$ cat config.mk
export PLATFORM = sky130hd
export DESIGN_NAME = e1_fas_alignment_search
export DESIGN_NICKNAME = d
export VERILOG_FILES = /design/src/rtl/e1_fas_pkg.sv /design/src/rtl/e1_frame_if.sv /design/src/rtl/e1_frame_timer.sv /design/src/rtl/e1_fas_alignment_search.sv
export SDC_FILE = /design/constraint.sdc
export NUM_CORES = 1
export LEC_CHECK = 0
export ABC_AREA = 1
export BUFFER_PORTS_ARGS = -buffer_cell sky130_fd_sc_hd__clkbuf_2
export CAP_MARGIN = 20
export CORE_ASPECT_RATIO = 1.25
export CORE_MARGIN = 2
export CORE_UTILIZATION = 45
export CTS_CLUSTER_DIAMETER = 40
export DETAILED_ROUTE_END_ITERATION = 10
export PLACE_DENSITY = 0.74
export SLEW_MARGIN = 20
export SYNTH_ARGS = -nofsm -noshare
export SYNTH_HDL_FRONTEND = slang
export SYNTH_HIERARCHICAL = 1
export SYNTH_SLANG_ARGS = --single-unit
$ cat constraint.sdc
create_clock -name clk -period 2.5 [get_ports clk]
set_clock_uncertainty 0.05 [all_clocks]
set_input_delay 0.5 -clock clk [delete_from_list [all_inputs] [get_ports clk]]
set_output_delay 0.5 -clock clk [all_outputs]
set_load 0.05 [all_outputs]
$ cat src/rtl/e1_fas_pkg.sv
// shared constants and types for the e1 fas alignment search
package e1_fas_pkg;

    // register indices; byte address is four times the index
    localparam logic [9:0] CTRL_INDEX      = 10'h107;
    localparam logic [9:0] STATUS_INDEX    = 10'h108;
    localparam logic [9:0] IRQ_STAT_INDEX  = 10'h109;
    localparam logic [9:0] IRQ_CLEAR_INDEX = 10'h10a;
    localparam logic [9:0] IRQ_EN_INDEX    = 10'h10b;

    // control register fields
    localparam int CTRL_METHOD_BIT  = 0;
    localparam int CTRL_EXTRA_BIT   = 1;
    localparam int CTRL_RESTART_BIT = 2;

    // interrupt status fields
    localparam int IRQ_SYNC_BIT = 0;
    localparam int IRQ_FAIL_BIT = 1;
    localparam int IRQ_WIDTH    = 2;

    // reset values
    localparam logic       METHOD_RESET = 1'b0;
    localparam logic       EXTRA_RESET  = 1'b0;
    localparam logic [1:0] IRQ_EN_RESET = 2'h0;

    // frame structure: 256 bits per frame, 7-bit alignment pattern in ts0 bits 2..8
    localparam int         FRAME_BITS    = 256;
    localparam int         CNT_WIDTH     = 8;
    localparam logic [6:0] FAS_PATTERN   = 7'h1b;
    localparam int         NFAS_BIT_POS  = 6;

    typedef enum logic [2:0] {
        HUNT,
        NFAS_CHECK,
        FAS_CHECK,
        HOLDOFF,
        EXTRA_NFAS,
        EXTRA_FAS,
        SYNCED
    } search_state_type;

endpackage

$ cat src/rtl/e1_frame_if.sv
// link between the alignment search and its frame position timer
`timescale 1ns/1ps
interface e1_frame_if;
    logic       lineBit;
    logic       lineValid;
    logic       realign;
    logic [7:0] pattern;
    logic       shifted;
    logic       frameMark;

    modport timer (
        input  lineBit,
        input  lineValid,
        input  realign,
        output pattern,
        output shifted,
        output frameMark
    );

    modport search (
        output lineBit,
        output lineValid,
        output realign,
        input  pattern,
        input  shifted,
        input  frameMark
    );
endinterface

$ cat src/rtl/e1_frame_timer.sv
// ts0 shift window and bit position counter for the receive stream
`timescale 1ns/1ps
module e1_frame_timer (
    // clock and reset
    input wire logic    clk,
    input wire logic    rst_n,
    // link to the search logic
    e1_frame_if.timer   link
);
    logic [e1_fas_pkg::CNT_WIDTH-1:0] bitCount;

    // the wrap of the bit counter is the frame boundary, so the two must agree
    if (e1_fas_pkg::FRAME_BITS != (1 << e1_fas_pkg::CNT_WIDTH)) begin : g_badLength
        $error("frame length must equal the counter range");
    end

    always_ff @(posedge clk) begin
        if (!rst_n) begin
            link.pattern <= 8'h00;
            link.shifted <= 1'b0;
        end else begin
            link.shifted <= link.lineValid;
            if (link.lineValid) begin
                link.pattern <= {link.pattern[6:0], link.lineBit};
            end
        end
    end

    // realign marks the bit just shifted in as the end of ts0
    always_ff @(posedge clk) begin
        if (!rst_n) begin
            bitCount <= '0;
        end else if (link.realign) begin
            bitCount <= link.lineValid ? 8'h01 : 8'h00;
        end else if (link.lineValid) begin
            bitCount <= bitCount + 8'h01;
        end
    end

    // a whole frame after the anchor the window again holds an assumed ts0
    assign link.frameMark = link.shifted && (bitCount == 8'h00) && !link.realign;
endmodule

$ cat src/rtl/e1_fas_alignment_search.sv
// e1 receive frame alignment signal search with wishbone registers
`timescale 1ns/1ps

// What this block does
// - A control bit resetting to 0 picks the search method: 0 the plain method, 1 the one with a hold-off.
// - Step one scans every received bit for the 7-bit alignment pattern and moves to step two on a hit.
// - Step two needs bit 2 of the next frame's assumed timeslot 0 to be one; under the plain method a miss restarts step one.
// - Step three needs the alignment pattern in the third frame's assumed timeslot 0, otherwise the search restarts at step one.
// - With the extra check bit clear, passing all three steps declares frame sync at once.
// - With the extra check bit set, two more frames must show correct alignment before sync is declared.
// - Under the hold-off method a failed step two goes to step four rather than straight to step one.
// - Step four waits one frame, to the next assumed alignment position, and then restarts step one.
// - Under the hold-off method a passing step three goes on to the optional extra check and a failing one restarts step one.
module e1_fas_alignment_search (
    // clock and reset
    input  wire logic        clk,
    input  wire logic        rst_n,
    // receive stream from the line interface, one bit per valid strobe
    input  wire logic        rxData,
    input  wire logic        rxValid,
    // wishbone slave
    input  wire logic        wbCyc,
    input  wire logic        wbStb,
    input  wire logic        wbWe,
    input  wire logic [11:0] wbAdr,
    input  wire logic [3:0]  wbSel,
    input  wire logic [31:0] wbDatIn,
    output logic      [31:0] wbDatOut,
    output logic             wbAck,
    // status outputs
    output logic             frameSync,
    output logic             irq
);
    e1_frame_if frameLink ();

    e1_fas_pkg::search_state_type state;
    logic                         methodSel;
    logic                         extraCheck;
    logic                         activeMethod;
    logic                         restartReq;
    logic [e1_fas_pkg::IRQ_WIDTH-1:0] irqStatus;
    logic [e1_fas_pkg::IRQ_WIDTH-1:0] irqEnable;
    logic                         wbReq;
    logic                         wbWrite;
    logic [9:0]                   wordIndex;
    logic                         fasHit;
    logic                         nfasOk;
    logic                         syncEvent;
    logic                         failEvent;

    e1_frame_timer timer (
        .clk   (clk),
        .rst_n (rst_n),
        .link  (frameLink)
    );

    assign frameLink.lineBit   = rxData;
    assign frameLink.lineValid = rxValid;
    assign fasHit = frameLink.pattern[6:0] == e1_fas_pkg::FAS_PATTERN;
    assign nfasOk = frameLink.pattern[e1_fas_pkg::NFAS_BIT_POS];

    // bus decode; ack one cycle after the request, dropped the cycle after
    assign wbReq     = wbCyc && wbStb && !wbAck;
    assign wbWrite   = wbReq && wbWe && wbSel[0];
    assign wordIndex = wbAdr[11:2];

    always_ff @(posedge clk) begin
        if (!rst_n) begin
            wbAck <= 1'b0;
        end else begin
            wbAck <= wbReq;
        end
    end

    always_ff @(posedge clk) begin
        if (!rst_n) begin
            wbDatOut <= 32'h0000_0000;
        end else if (wbReq && !wbWe) begin
            unique case (wordIndex)
                e1_fas_pkg::CTRL_INDEX:     wbDatOut <= {30'h0, extraCheck, methodSel};
                e1_fas_pkg::STATUS_INDEX:   wbDatOut <= {28'h0, 3'(state), frameSync};
                e1_fas_pkg::IRQ_STAT_INDEX: wbDatOut <= {30'h0, irqStatus};
                e1_fas_pkg::IRQ_EN_INDEX:   wbDatOut <= {30'h0, irqEnable};
                default:                    wbDatOut <= 32'h0000_0000;
            endcase
        end
    end

    // control register; restart is a self-clearing strobe
    always_ff @(posedge clk) begin
        if (!rst_n) begin
            methodSel  <= e1_fas_pkg::METHOD_RESET;
            extraCheck <= e1_fas_pkg::EXTRA_RESET;
            restartReq <= 1'b0;
        end else begin
            restartReq <= 1'b0;
            if (wbWrite && wordIndex == e1_fas_pkg::CTRL_INDEX) begin
                methodSel  <= wbDatIn[e1_fas_pkg::CTRL_METHOD_BIT];
                extraCheck <= wbDatIn[e1_fas_pkg::CTRL_EXTRA_BIT];
                restartReq <= wbDatIn[e1_fas_pkg::CTRL_RESTART_BIT];
            end
        end
    end

    always_ff @(posedge clk) begin
        if (!rst_n) begin
            irqEnable <= e1_fas_pkg::IRQ_EN_RESET;
        end else if (wbWrite && wordIndex == e1_fas_pkg::IRQ_EN_INDEX) begin
            irqEnable <= wbDatIn[e1_fas_pkg::IRQ_WIDTH-1:0];
        end
    end

    // search sequencer
    always_comb begin
        frameLink.realign = 1'b0;
        syncEvent = 1'b0;
        failEvent = 1'b0;
        if (!restartReq) begin
            unique case (state)
                e1_fas_pkg::HUNT: frameLink.realign = frameLink.shifted && fasHit;
                e1_fas_pkg::NFAS_CHECK: failEvent = frameLink.frameMark && !nfasOk;
                e1_fas_pkg::FAS_CHECK: begin
                    failEvent = frameLink.frameMark && !fasHit;
                    syncEvent = frameLink.frameMark && fasHit && !extraCheck;
                end
                e1_fas_pkg::EXTRA_NFAS: failEvent = frameLink.frameMark && !nfasOk;
                e1_fas_pkg::EXTRA_FAS: begin
                    failEvent = frameLink.frameMark && !fasHit;
                    syncEvent = frameLink.frameMark && fasHit;
                end
                e1_fas_pkg::HOLDOFF, e1_fas_pkg::SYNCED: begin
                end
            endcase
        end
    end

    // the method is latched when a search starts so a change cannot split one attempt
    always_ff @(posedge clk) begin
        if (!rst_n) begin
            activeMethod <= e1_fas_pkg::METHOD_RESET;
        end else if (frameLink.realign) begin
            activeMethod <= methodSel;
        end
    end

    always_ff @(posedge clk) begin
        if (!rst_n) begin
            state <= e1_fas_pkg::HUNT;
        end else if (restartReq) begin
            state <= e1_fas_pkg::HUNT;
        end else begin
            unique case (state)
                e1_fas_pkg::HUNT: begin
                    if (frameLink.realign) begin
                        state <= e1_fas_pkg::NFAS_CHECK;
                    end
                end
                e1_fas_pkg::NFAS_CHECK: begin
                    if (frameLink.frameMark) begin
                        if (nfasOk) begin
                            state <= e1_fas_pkg::FAS_CHECK;
                        end else if (activeMethod) begin
                            state <= e1_fas_pkg::HOLDOFF;
                        end else begin
                            state <= e1_fas_pkg::HUNT;
                        end
                    end
                end
                e1_fas_pkg::FAS_CHECK: begin
                    if (frameLink.frameMark) begin
                        if (!fasHit) begin
                            state <= e1_fas_pkg::HUNT;
                        end else if (extraCheck) begin
                            state <= e1_fas_pkg::EXTRA_NFAS;
                        end else begin
                            state <= e1_fas_pkg::SYNCED;
                        end
                    end
                end
                e1_fas_pkg::HOLDOFF: begin
                    if (frameLink.frameMark) begin
                        state <= e1_fas_pkg::HUNT;
                    end
                end
                e1_fas_pkg::EXTRA_NFAS: begin
                    if (frameLink.frameMark) begin
                        state <= nfasOk ? e1_fas_pkg::EXTRA_FAS : e1_fas_pkg::HUNT;
                    end
                end
                e1_fas_pkg::EXTRA_FAS: begin
                    if (frameLink.frameMark) begin
                        state <= fasHit ? e1_fas_pkg::SYNCED : e1_fas_pkg::HUNT;
                    end
                end
                e1_fas_pkg::SYNCED: begin
                end
            endcase
        end
    end

    always_ff @(posedge clk) begin
        if (!rst_n) begin
            frameSync <= 1'b0;
        end else begin
            frameSync <= state == e1_fas_pkg::SYNCED;
        end
    end

    // sticky events; a new event wins over a clear in the same cycle
    always_ff @(posedge clk) begin
        if (!rst_n) begin
            irqStatus <= '0;
        end else begin
            if (wbWrite && wordIndex == e1_fas_pkg::IRQ_CLEAR_INDEX) begin
                irqStatus <= irqStatus & ~wbDatIn[e1_fas_pkg::IRQ_WIDTH-1:0]
                             | {failEvent, syncEvent};
            end else begin
                irqStatus <= irqStatus | {failEvent, syncEvent};
            end
        end
    end

    always_ff @(posedge clk) begin
        if (!rst_n) begin
            irq <= 1'b0;
        end else begin
            irq <= |(irqStatus & irqEnable);
        end
    end
endmodule

# Yosys cells after proc, flatten, opt, wreduce, memory -nomap -nowiden
# Index checks and enable logic that the tools add are counted.
totals:
  reg_bits: 62
  elab_cells: 94
  output_inout_bits: 35
op_classes:
  reduce_logical: 31
  muxes: 24
  add_sub_neg: 1
  eq_ne: 18
  bitwise_logic: 6
ops:
  columns: ["cell", "n"]
  rows:
  - ["$eq 10x9->1 const B", 5]
  - ["$mux 3", 9]
  - ["$pmux 3 s6", 1]
  - ["$mux 8", 2]
  - ["$pmux 4 s4", 1]
  - ["$logic_and 1x1->1", 15]
  - ["$ne 2x2->1 const B", 5]
  - ["$eq 3x3->1 const B", 3]
  - ["$add 8x1->8 const B", 1]
  - ["$logic_not 8->1", 1]
  - ["$mux 2", 4]
  - ["$reduce_or 2->1", 4]
  - ["$eq 7x5->1 const B", 1]
  - ["$reduce_and 7->1", 1]
  - ["$eq 3x2->1 const B", 2]
  - ["$logic_not 1->1", 6]
  - ["$reduce_bool 6->1", 1]
  - ["$mux 1", 5]
  - ["$and 2x2->2", 2]
  - ["$or 2x2->2", 2]
  - ["$pmux 1 s2", 2]
  - ["$eq 3x1->1 const B", 1]
  - ["$logic_not 3->1", 1]
  - ["$ne 2x1->1 const B", 1]
  - ["4 further kinds", 4]

# Depth between registers and ports, before layout
# Gate-level depths: netlist (run 1).
depth:
  ltp_word: 12
  mapped_depth: 17
  depth_no_buf: 16

# Cells and area by module
# Netlist (run 1), hierarchy kept.
modules_own_cells:
  columns: ["mod", "seq_area_each_um2", "area_per_inst_um2", "cells_per_inst", "n_inst"]
  rows:
  - ["e1_fas_alignment_search", 360.3, 1249.9, 192, 1]
  - ["e1_frame_timer", 340.3, 747.0, 101, 1]

# Worst setup path before layout (run 1)
# No wires, ideal clock.
synth_path:
  kind: "reg-to-reg"
  startpoint: "reg state[1]"
  endpoint: "reg state[0]"
  required_ns: 2.333
  path_stages_with_launch: 16
  t_arrival_ns: 1.685
  setup_slack_ns: 0.648
  period_less_slack_ns: 1.852
  cell_sequence: "dfxtp_1 > inv_1 > nand2_2 > nor2_1 > nand2_1 > inv_1 > inv_1 > nand3_1 > nor4_1 > inv_1 > nand2_1 > o21bai_2 > inv_1 > nand2_2 > nor3_1 > nor2_1"
synth_between:
  elab_chain_cells: 7
synth_lines:
  columns: ["element", "line_no", "text"]
  rows:
  - ["start, declared", "e1_fas_alignment_search.sv:36", "e1_fas_pkg::search_state_type state;"]
  - ["start signal, assigned", "e1_fas_alignment_search.sv:148", "state <= e1_fas_pkg::HUNT;"]
  - ["start signal, assigned", "e1_fas_alignment_search.sv:150", "state <= e1_fas_pkg::HUNT;"]
  - ["start signal, assigned", "e1_fas_alignment_search.sv:155", "state <= e1_fas_pkg::NFAS_CHECK;"]
  - ["$logic_not 3->1 *", "e1_fas_alignment_search.sv:119", "unique case (state)"]
  - ["$mux 1 *", "e1_fas_alignment_search.sv:119", null]
  - ["$mux 1 *", "e1_fas_alignment_search.sv:118", "if (!restartReq) begin"]
  - ["net frameLink.realign", "e1_frame_if.sv:6", "logic realign;"]
  - ["$logic_not 1->1 *", "e1_frame_timer.sv:41", "assign link.frameMark = link.shifted && (bitCount == 8'h00) && !link.realign;"]
  - ["$logic_and 1x1->1 *", "e1_frame_timer.sv:41", null]
  - ["net frameLink.frameMark", "e1_frame_if.sv:9", "logic frameMark;"]
  - ["$ne 2x2->1 (no line)", null, null]
  - ["$reduce_and 7->1 (no line) *", null, null]
# The timed path passes the listed nets; every way through them passes the cells marked *.
# A chain may end at the register's enable or synchronous reset.

# Final worst setup path (run 1)
layout_path:
  startpoint: "reg state[1]"
  endpoint: "reg irqStatus[1] (netlist name)"
layout_between:
  elab_chain_cells: 10
layout_lines:
  columns: ["element", "line_no", "text"]
  rows:
  - ["$logic_not 3->1 *", "e1_fas_alignment_search.sv:119", null]
  - ["$mux 1 *", "e1_fas_alignment_search.sv:119", null]
  - ["$mux 1 *", "e1_fas_alignment_search.sv:118", null]
  - ["net frameLink.realign", "e1_frame_if.sv:6", null]
  - ["$logic_not 1->1 *", "e1_frame_timer.sv:41", null]
  - ["$logic_and 1x1->1 *", "e1_frame_timer.sv:41", null]
  - ["net frameLink.frameMark", "e1_frame_if.sv:9", null]
  - ["$logic_and 1x1->1, on equally long branches", null, null]
  - ["$pmux 1 s2 *", "e1_fas_alignment_search.sv:119", null]
  - ["$mux 1 *", "e1_fas_alignment_search.sv:118", null]
  - ["$or 2x2->2, on equally long branches", "e1_fas_alignment_search.sv:218, e1_fas_alignment_search.sv:216", null]
  - ["$mux 2 *", "e1_fas_alignment_search.sv:214", "if (wbWrite && wordIndex == e1_fas_pkg::IRQ_CLEAR_INDEX) begin"]
  - ["end signal, assigned", "e1_fas_alignment_search.sv:215", "irqStatus <= irqStatus & ~wbDatIn[e1_fas_pkg::IRQ_WIDTH-1:0]"]
  - ["end signal, assigned", "e1_fas_alignment_search.sv:218", "irqStatus <= irqStatus | {failEvent, syncEvent};"]
  - ["end, declared", "e1_fas_alignment_search.sv:41", "logic [e1_fas_pkg::IRQ_WIDTH-1:0] irqStatus;"]
# Marks and branches as above.

==> results of run 1 <==
==> per-layer routing <==
| metal | GRT usage (%) | vias to the layer above | part of all wire (%) |
|---|---|---|---|
| li1 | - | 925 | - |
| met2 | 27.6 | 49 | 48 |
| met1 | 17.1 | 745 | 43 |
| met3 | 4.49 | 7 | 6.6 |
| met5 | 0 | - | 0 |
| met4 | 9.11 | 0 | 2.5 |
==> through the flow <==
step / utilization [%] / worst slack [ns] / std cells / power [mW]
after detailed placement: 49.5 / 0.259 / 369 / 0.791
after CTS: 51.8 / 0.220 / 377 / 1.20
after floorplan: - / 0.648 / 316 / 0.788
after global placement: 49.5 / 0.308 / 369 / 0.790
after global routing: 51.8 / 0.0660 / 377 / 1.25
final: 51.8 / 0.358 / 377 / 1.19
==> power breakdown <==
group / leakage, nW / internal (mW) / switching (mW)
registers: 0.277 / 0.557 / 0.0127
clock network: 0.0482 / 0.222 / 0.189
logic: 0.684 / 0.0419 / 0.168
==> worst max path at each step <==
stage | from | to | slack, ns | cells past startpoint
2_1_floorplan | state[1] | state[0] | 0.65 | 15
3_3_place_gp | state[1] | state[0] | 0.31 | 15
3_5_place_dp | state[1] | state[0] | 0.26 | 15
4_1_cts | state[1] | irqStatus[1] | 0.22 | 14
5_1_grt | timer/link.pattern[6] | irqStatus[1] | 0.07 | 14
6_report | state[1] | irqStatus[1] | 0.36 | 14
==> worst max-delay path, delay by kind of cell (launching register included) <==
family | cells | cell delay, ns
buffers and inverters | 4 | 0.46
and+or+nand+nor | 7 | 0.78
AOI/OAI and AO/OA | 3 | 0.35
DFF | 1 | 0.41
==> sequential cells by signal (all words and copies together) (netlist names), 2 cells and up <==
register            flops
timer/bitCount          8
timer/link.pattern      7
wbDatOut                4
state                   3
irqEnable               2
irqStatus               2
==> what timing repair did <==
item	CTS	global route
hold buffers	0	0
gates resized for setup	0	1
endpoints found under the setup margin	0	1
==> layout make-up <==
class                   count  share of cell area, %
well taps                  56                   3.27
multi-input cells         210                   46.5
flip-flops and latches     34                   31.9
inverters                  40                   7.02
repair buffers             29                   7.02
clock inverters             1                  0.234
clock buffers               7                   4.04
==> impl_metrics.toml, run 1 <==
[clock_network]
cts_buffer_depth = 2
cts-buffers-inserted = 5
cts_setup_buffers = 0
clockRootBuffer = "clkbuf_8"
cts_sinks = 34
clkSlewWorstSetupHoldPaths_ns = 0.06
clk_latency_ns = 0.29
htreeDepth = 2
cts_tree = "yes"

[min_path]
hp-start = "wbDatIn[2]"
hold_depth = 3
hp-class = "primary input to flop"
hold_end = "restartReq"

[setup_path]
r2r_end = "irqStatus[1]"
cp.required_ns = 2.66
critPathSlowestCell = "dfxtp_2"
cpMostUsedCell = "inv_1"
crit_chain = "inv_1 -> nand2_2 -> nor2_1 -> nand2_1 -> inv_1 -> inv_1 -> nand3_1 -> nor4_1 -> inv_1 -> nor2_1 -> nand3_1 -> a21oi_1 -> o21ai_0 -> a21oi_1"
crit_arrival_ns = 2.30
critPathMaxStageDelay_ns = 0.41
ff2ff_setup_slack_ns = 0.36
reg2reg_depth = 14
timing.rr.start = "state[1]"
start_kind = "flop"
endpoint_kind = "flop"
worstSetupPathType = "flop to flop"
crit_fanout = 7

[finish]
multi_input_area_um2 = 996
antenna_cells = 0
layout-drive-gt1-share_pct = 17.1
fill_cells = 447
final_area_mm2 = 0.00214
final_common_cell = "nand2_1"
area_growth_pct = 8.92
final_nets = 378
final_cell_mix = "nand2_1, nor2_1, inv_1, dfxtp_1, conb_1"
seq_area_um2 = 682

[route]
drt_pass1_iterations = 5
routed_wl_mm = 3.64
via_count = 1726
avgRoutedWirePerCell_um = 9.66
drtIter0Drc = 85
ant_nets = 0
vias_per_cell = 4.58
drt_drc_violations_left = 0

[run]
maxCapViolations = 0

[sta]
fmax_ghz = 0.467
setup_viol_count_final = 0
post-route-period-util_pct = 85.7
hold_ws_ns = 0.376
hold_viol_final = 0
finalMaxSlewViolations = 0
tns_ns = 0
fin_crit_ns = 2.14
rsz0062_at_grt = "no"

[power_and_ir_drop]
power_density_mw_per_mm2 = 557
worst_ir_drop_vdd_mv = 0.289
p_leak_nw = 1.01

[global_routing]
grt_usage_pct = 15.9
grt_overflow = 0
grt_pass1_wl_mm = 6.15
grt_pass1_vias = 1494
grt_max_degree = 16
antenna_found_initial = 0

[yosys]
syn_area_per_cell_um2 = 6.80
synth-warning-count = 6
syn_area_mm2 = 0.00196
syn_inst = 289

[floorplan]
initial_core_util_pct = 47.5
core_region_area_mm2 = 0.00413
die_h_um = 77.9
die_area_mm2 = 0.00491
rows = 26
io_pins = 90
fp.dieW_um = 63.1

[placement]
placed_area_mm2 = 0.00205
portBuffers = 27
dp_hpwl_mm = 2.81
gp_congestion = 0.881

[status]
outcome = "finished clean"
Power figures use the tool's default switching activity.
==> inputs of run 2 (changes only) <==
- MAX_ROUTING_LAYER: default -> met4
==> impl_metrics.toml, run 2 (same netlist as run 1, synthesis figures left out) <==
[setup_path]
worstSetupPathType = "flop to flop"
timing.rr.start = "state[1]"
crit_fanout = 7
start_kind = "flop"
crit_arrival_ns = 2.25
cp.required_ns = 2.63
endpoint_kind = "flop"
cp-startpoint = "state[1]"

[sta]
fmax_ghz = 0.471
fin_crit_ns = 2.12
rsz0062_at_grt = "no"
post-route-period-util_pct = 84.8
finalMaxSlewViolations = 0
worst_slack_ns = 0.379
hold_viol_final = 0
setup_viol_count_final = 0
tns_ns = 0

[route]
routed_wl_mm = 3.55
drt_pass1_iterations = 4
avgRoutedWirePerCell_um = 9.42
ant_nets = 0
drt_drc_violations_left = 0
drtIter0Drc = 46
via_count = 1705
vias_per_cell = 4.52

[clock_network]
cts_resized = 0
cts-buffers-inserted = 5
htreeDepth = 2
postCtsHoldBufs = 0
cts_sinks = 34
cts_setup_buffers = 0
clkSlewWorstSetupHoldPaths_ns = 0.07
cts_tree = "yes"
clockRootBuffer = "clkbuf_8"
clk_latency_ns = 0.29
cts_buffer_depth = 2

[finish]
largest_register = "timer/bitCount"
final_cell_mix = "nand2_1, nor2_1, inv_1, dfxtp_1, conb_1"
antenna_cells = 0
largest_reg_flops = 8
final_nets = 378
layout-drive-gt1-share_pct = 17.4
area_growth_pct = 9.87
fin_cells = 377
final_common_cell = "nand2_1"
top_regs = "timer/bitCount (8), timer/link.pattern (7), wbDatOut (4)"
fill_cells = 451

[status]
outcome = "finished clean"

[global_routing]
antenna_found_initial = 0
grt_max_degree = 16
grt_pass1_vias = 1467
grt_pass1_wl_mm = 5.93
grt_overflow = 0
grt_usage_pct = 15.5

[floorplan]
io_pins = 90
rows = 26
die_area_mm2 = 0.00491
initial_core_util_pct = 47.5
core_region_area_mm2 = 0.00413
fp.dieW_um = 63.1
die_h_um = 77.9

[power_and_ir_drop]
power_density_mw_per_mm2 = 578
worst_ir_drop_vdd_mv = 0.359
p_leak_nw = 1.02

[placement]
dp_hpwl_mm = 2.79
gp_congestion = 0.888
dpl.cell_count = 369
portBuffers = 27
dp_worst_setup_slack_ns = 0.274

[min_path]
hp-class = "primary input to flop"
hp-start = "wbDatIn[2]"

[run]
maxCapViolations = 0
[run 2: cell types whose count changed in the layout (fill, tap and decap cells not counted), sizes merged]
| cell | before | now |
|---|---|---|
| clkbuf | 34 | 35 |
| clkinv | 2 | 1 |
[run 2: layout make-up]
cell class | count | area (um^2) | area share (%)
Tap cell | 56 | 70.1 | 3.25
Clock buffer | 8 | 110 | 5.10
Sequential cell | 34 | 682 | 31.6
Multi-Input combinational cell | 210 | 996 | 46.1
Timing Repair Buffer | 29 | 150 | 6.96
Inverter | 40 | 150 | 6.96
[run 2: worst paths after layout]
check / endpoint / slack, ns / cells after the start
max reg2reg: state[0] / 0.38 / 15
min reg2reg: irqEnable[0] / 0.42 / 2
max: state[0] / 0.38 / 15
min: restartReq / 0.37 / 3
[run 2: critical path, stage by stage (launching register included)]
cell,delay (ns)
dfxtp_2,0.40
inv_1,0.11
nand2_2,0.10
nor2_1,0.05
nand2_1,0.08
inv_1,0.13
inv_1,0.10
nand3_1,0.08
nor4_1,0.23
inv_1,0.12
nand2_1,0.09
o21bai_2,0.08
inv_1,0.11
nand2_2,0.08
nor3_1,0.14
nor2_1,0.06
[run 2: power by group]
part / internal [mW] / switching, mW
clock: 0.278 / 0.189
sequential: 0.557 / 0.0131
combinational: 0.0418 / 0.168
total: 0.877 / 0.371
[run 2: metal layers]
layer / share of wire (%) / track usage, %
met5: 0 / -
met4: 2.4 / 7.56
met3: 6.0 / 4.78
met2: 47 / 26.1
met1: 45 / 16.4
[run 2: metrics by stage]
stage	hold WS, ns	power [mW]	cell area (um^2)	util [%]
2_1_floorplan	0.387	0.788	2070	-
4_1_cts	0.370	1.26	2160	52.2
6_report	0.375	1.25	2160	52.2
3_5_place_dp	0.409	0.792	2050	49.5
5_1_grt	0.372	1.30	2160	52.2
3_3_place_gp	0.404	0.790	2050	49.5
==> inputs of run 3 (changes only) <==
- CORE_UTILIZATION: 45 -> 42
- PLACE_DENSITY: 0.74 -> 0.73
- clock period: 2.5 -> 1.8 ns (I/O delays scaled with it)
==> impl_metrics.toml, run 3 (same netlist as run 1, synthesis figures left out) <==
[status]
outcome = "finished clean"

[finish]
fin_cells = 398
final_nets = 398
area_growth_pct = 17.8
layout-drive-gt1-share_pct = 25.3
post-route-util_pct = 51.9
final_cell_mix = "nand2_1, nor2_1, inv_1, dfxtp_1, conb_1"
final_common_cell = "nand2_1"
largest_reg_flops = 8
antenna_cells = 0
largest_register = "timer/bitCount"
top_regs = "timer/bitCount (8), timer/link.pattern (7), wbDatOut (4)"

[setup_path]
start_kind = "flop"
cp-startpoint = "timer/link.pattern[0]"
worstSetupPathType = "flop to flop"
timing.rr.start = "timer/link.pattern[0]"
endpoint_kind = "flop"
ff2ff_setup_slack_ns = 0.09
crit_fanout = 3
cp.required_ns = 1.93
r2r_end = "state[1]"
reg2reg_depth = 15
crit_arrival_ns = 1.84

[clock_network]
clk_latency_ns = 0.28
cts_tree = "yes"
cts_sinks = 34
cts-buffers-inserted = 5
cts_buffer_depth = 2
clkSlewWorstSetupHoldPaths_ns = 0.06
clockRootBuffer = "clkbuf_8"
htreeDepth = 2

[placement]
gp_congestion = 0.876
portBuffers = 27
dp_hpwl_mm = 3.00
dp_worst_setup_slack_ns = -0.0329
dpl.cell_count = 388

[min_path]
hp-start = "wbDatIn[2]"
hold_depth = 3
hold_end = "restartReq"
hp-class = "primary input to flop"

[floorplan]
io_pins = 90
initial_core_util_pct = 44.1
die_h_um = 80.5
fp.dieW_um = 65.2
rows = 27
core_region_area_mm2 = 0.00446
die_area_mm2 = 0.00524

[power_and_ir_drop]
worst_ir_drop_vdd_mv = 0.385
p_leak_nw = 1.10
power_density_mw_per_mm2 = 708

[run]
maxCapViolations = 0

[sta]
fmax_ghz = 0.586
rsz0062_at_grt = "yes"
finalMaxSlewViolations = 0
setup_viol_count_final = 0
hold_viol_final = 0
post-route-period-util_pct = 94.8
fin_crit_ns = 1.71
worst_slack_ns = 0.0931

[route]
drtIter0Drc = 41
vias_per_cell = 4.57
avgRoutedWirePerCell_um = 9.70
routed_wl_mm = 3.86
ant_nets = 0
drt_pass1_iterations = 4
via_count = 1819
drt_drc_violations_left = 0

[global_routing]
grt_pass1_vias = 1610
grt_pass1_wl_mm = 6.24
grt_usage_pct = 15.9
grt_overflow = 0
antenna_found_initial = 0
grt_max_degree = 14
[run 3: worst max-delay path by stage]
stage / endpoint / slack [ns] / cells past startpoint
after floorplan: state[0] / 0.02 / 16
final: state[1] / 0.09 / 15
after global placement: state[0] / -0.02 / 15
after CTS: state[0] / 0.007 / 15
after global routing: state[1] / -0.10 / 16
after detailed placement: state[0] / -0.03 / 15
[run 3: cell type report]
type                       instances  area [um^2]
multi-input combinational        210         1030
timing repair buffer              49          300
clock buffer                       7         76.3
fill                             473         2140
tap                               58         72.6
inverter                          40          150
sequential                        34          684
[run 3: routing by layer]
layer,GRT usage [%],wire (um)
met5,-,0
met4,8.75,94
met3,4.20,213
met2,28.4,1910
met1,15.4,1640
[run 3: report_power, final]
group          total (mW)  switching (mW)  internal, mW
combinational       0.336           0.252        0.0845
clock               0.515           0.250         0.266
sequential          0.788          0.0132         0.775
total                1.64           0.515          1.13
[run 3: metrics by stage]
stage	instance area, um^2	power [mW]	hold slack [ns]	TNS (ns)
6_report	2310	1.64	0.243	0
5_1_grt	2310	1.72	0.240	-0.261
4_1_cts	2260	1.64	0.244	0
3_5_place_dp	2180	1.12	0.413	-0.0416
3_3_place_gp	2180	1.12	0.404	-0.0305
2_1_floorplan	2070	1.09	0.387	0
[run 3: what timing repair did]
action,CTS,global route
pin swaps,1,15
endpoints found under the setup margin,3,5
hold buffers,0,0
resized for setup,1,13
setup buffers,0,3
[run 3: critical path, stage by stage (launching register included)]
cell,delay [ns]
dfxtp_1,0.35
nand4_1,0.16
nor2_4,0.16
nand2_2,0.07
inv_2,0.06
inv_2,0.04
nand3_2,0.05
nor4_2,0.04
inv_1,0.09
nand2_1,0.07
o21bai_2,0.15
inv_2,0.08
nand2_4,0.07
nor2_2,0.03
nor2_1,0.09
nor2_1,0.05
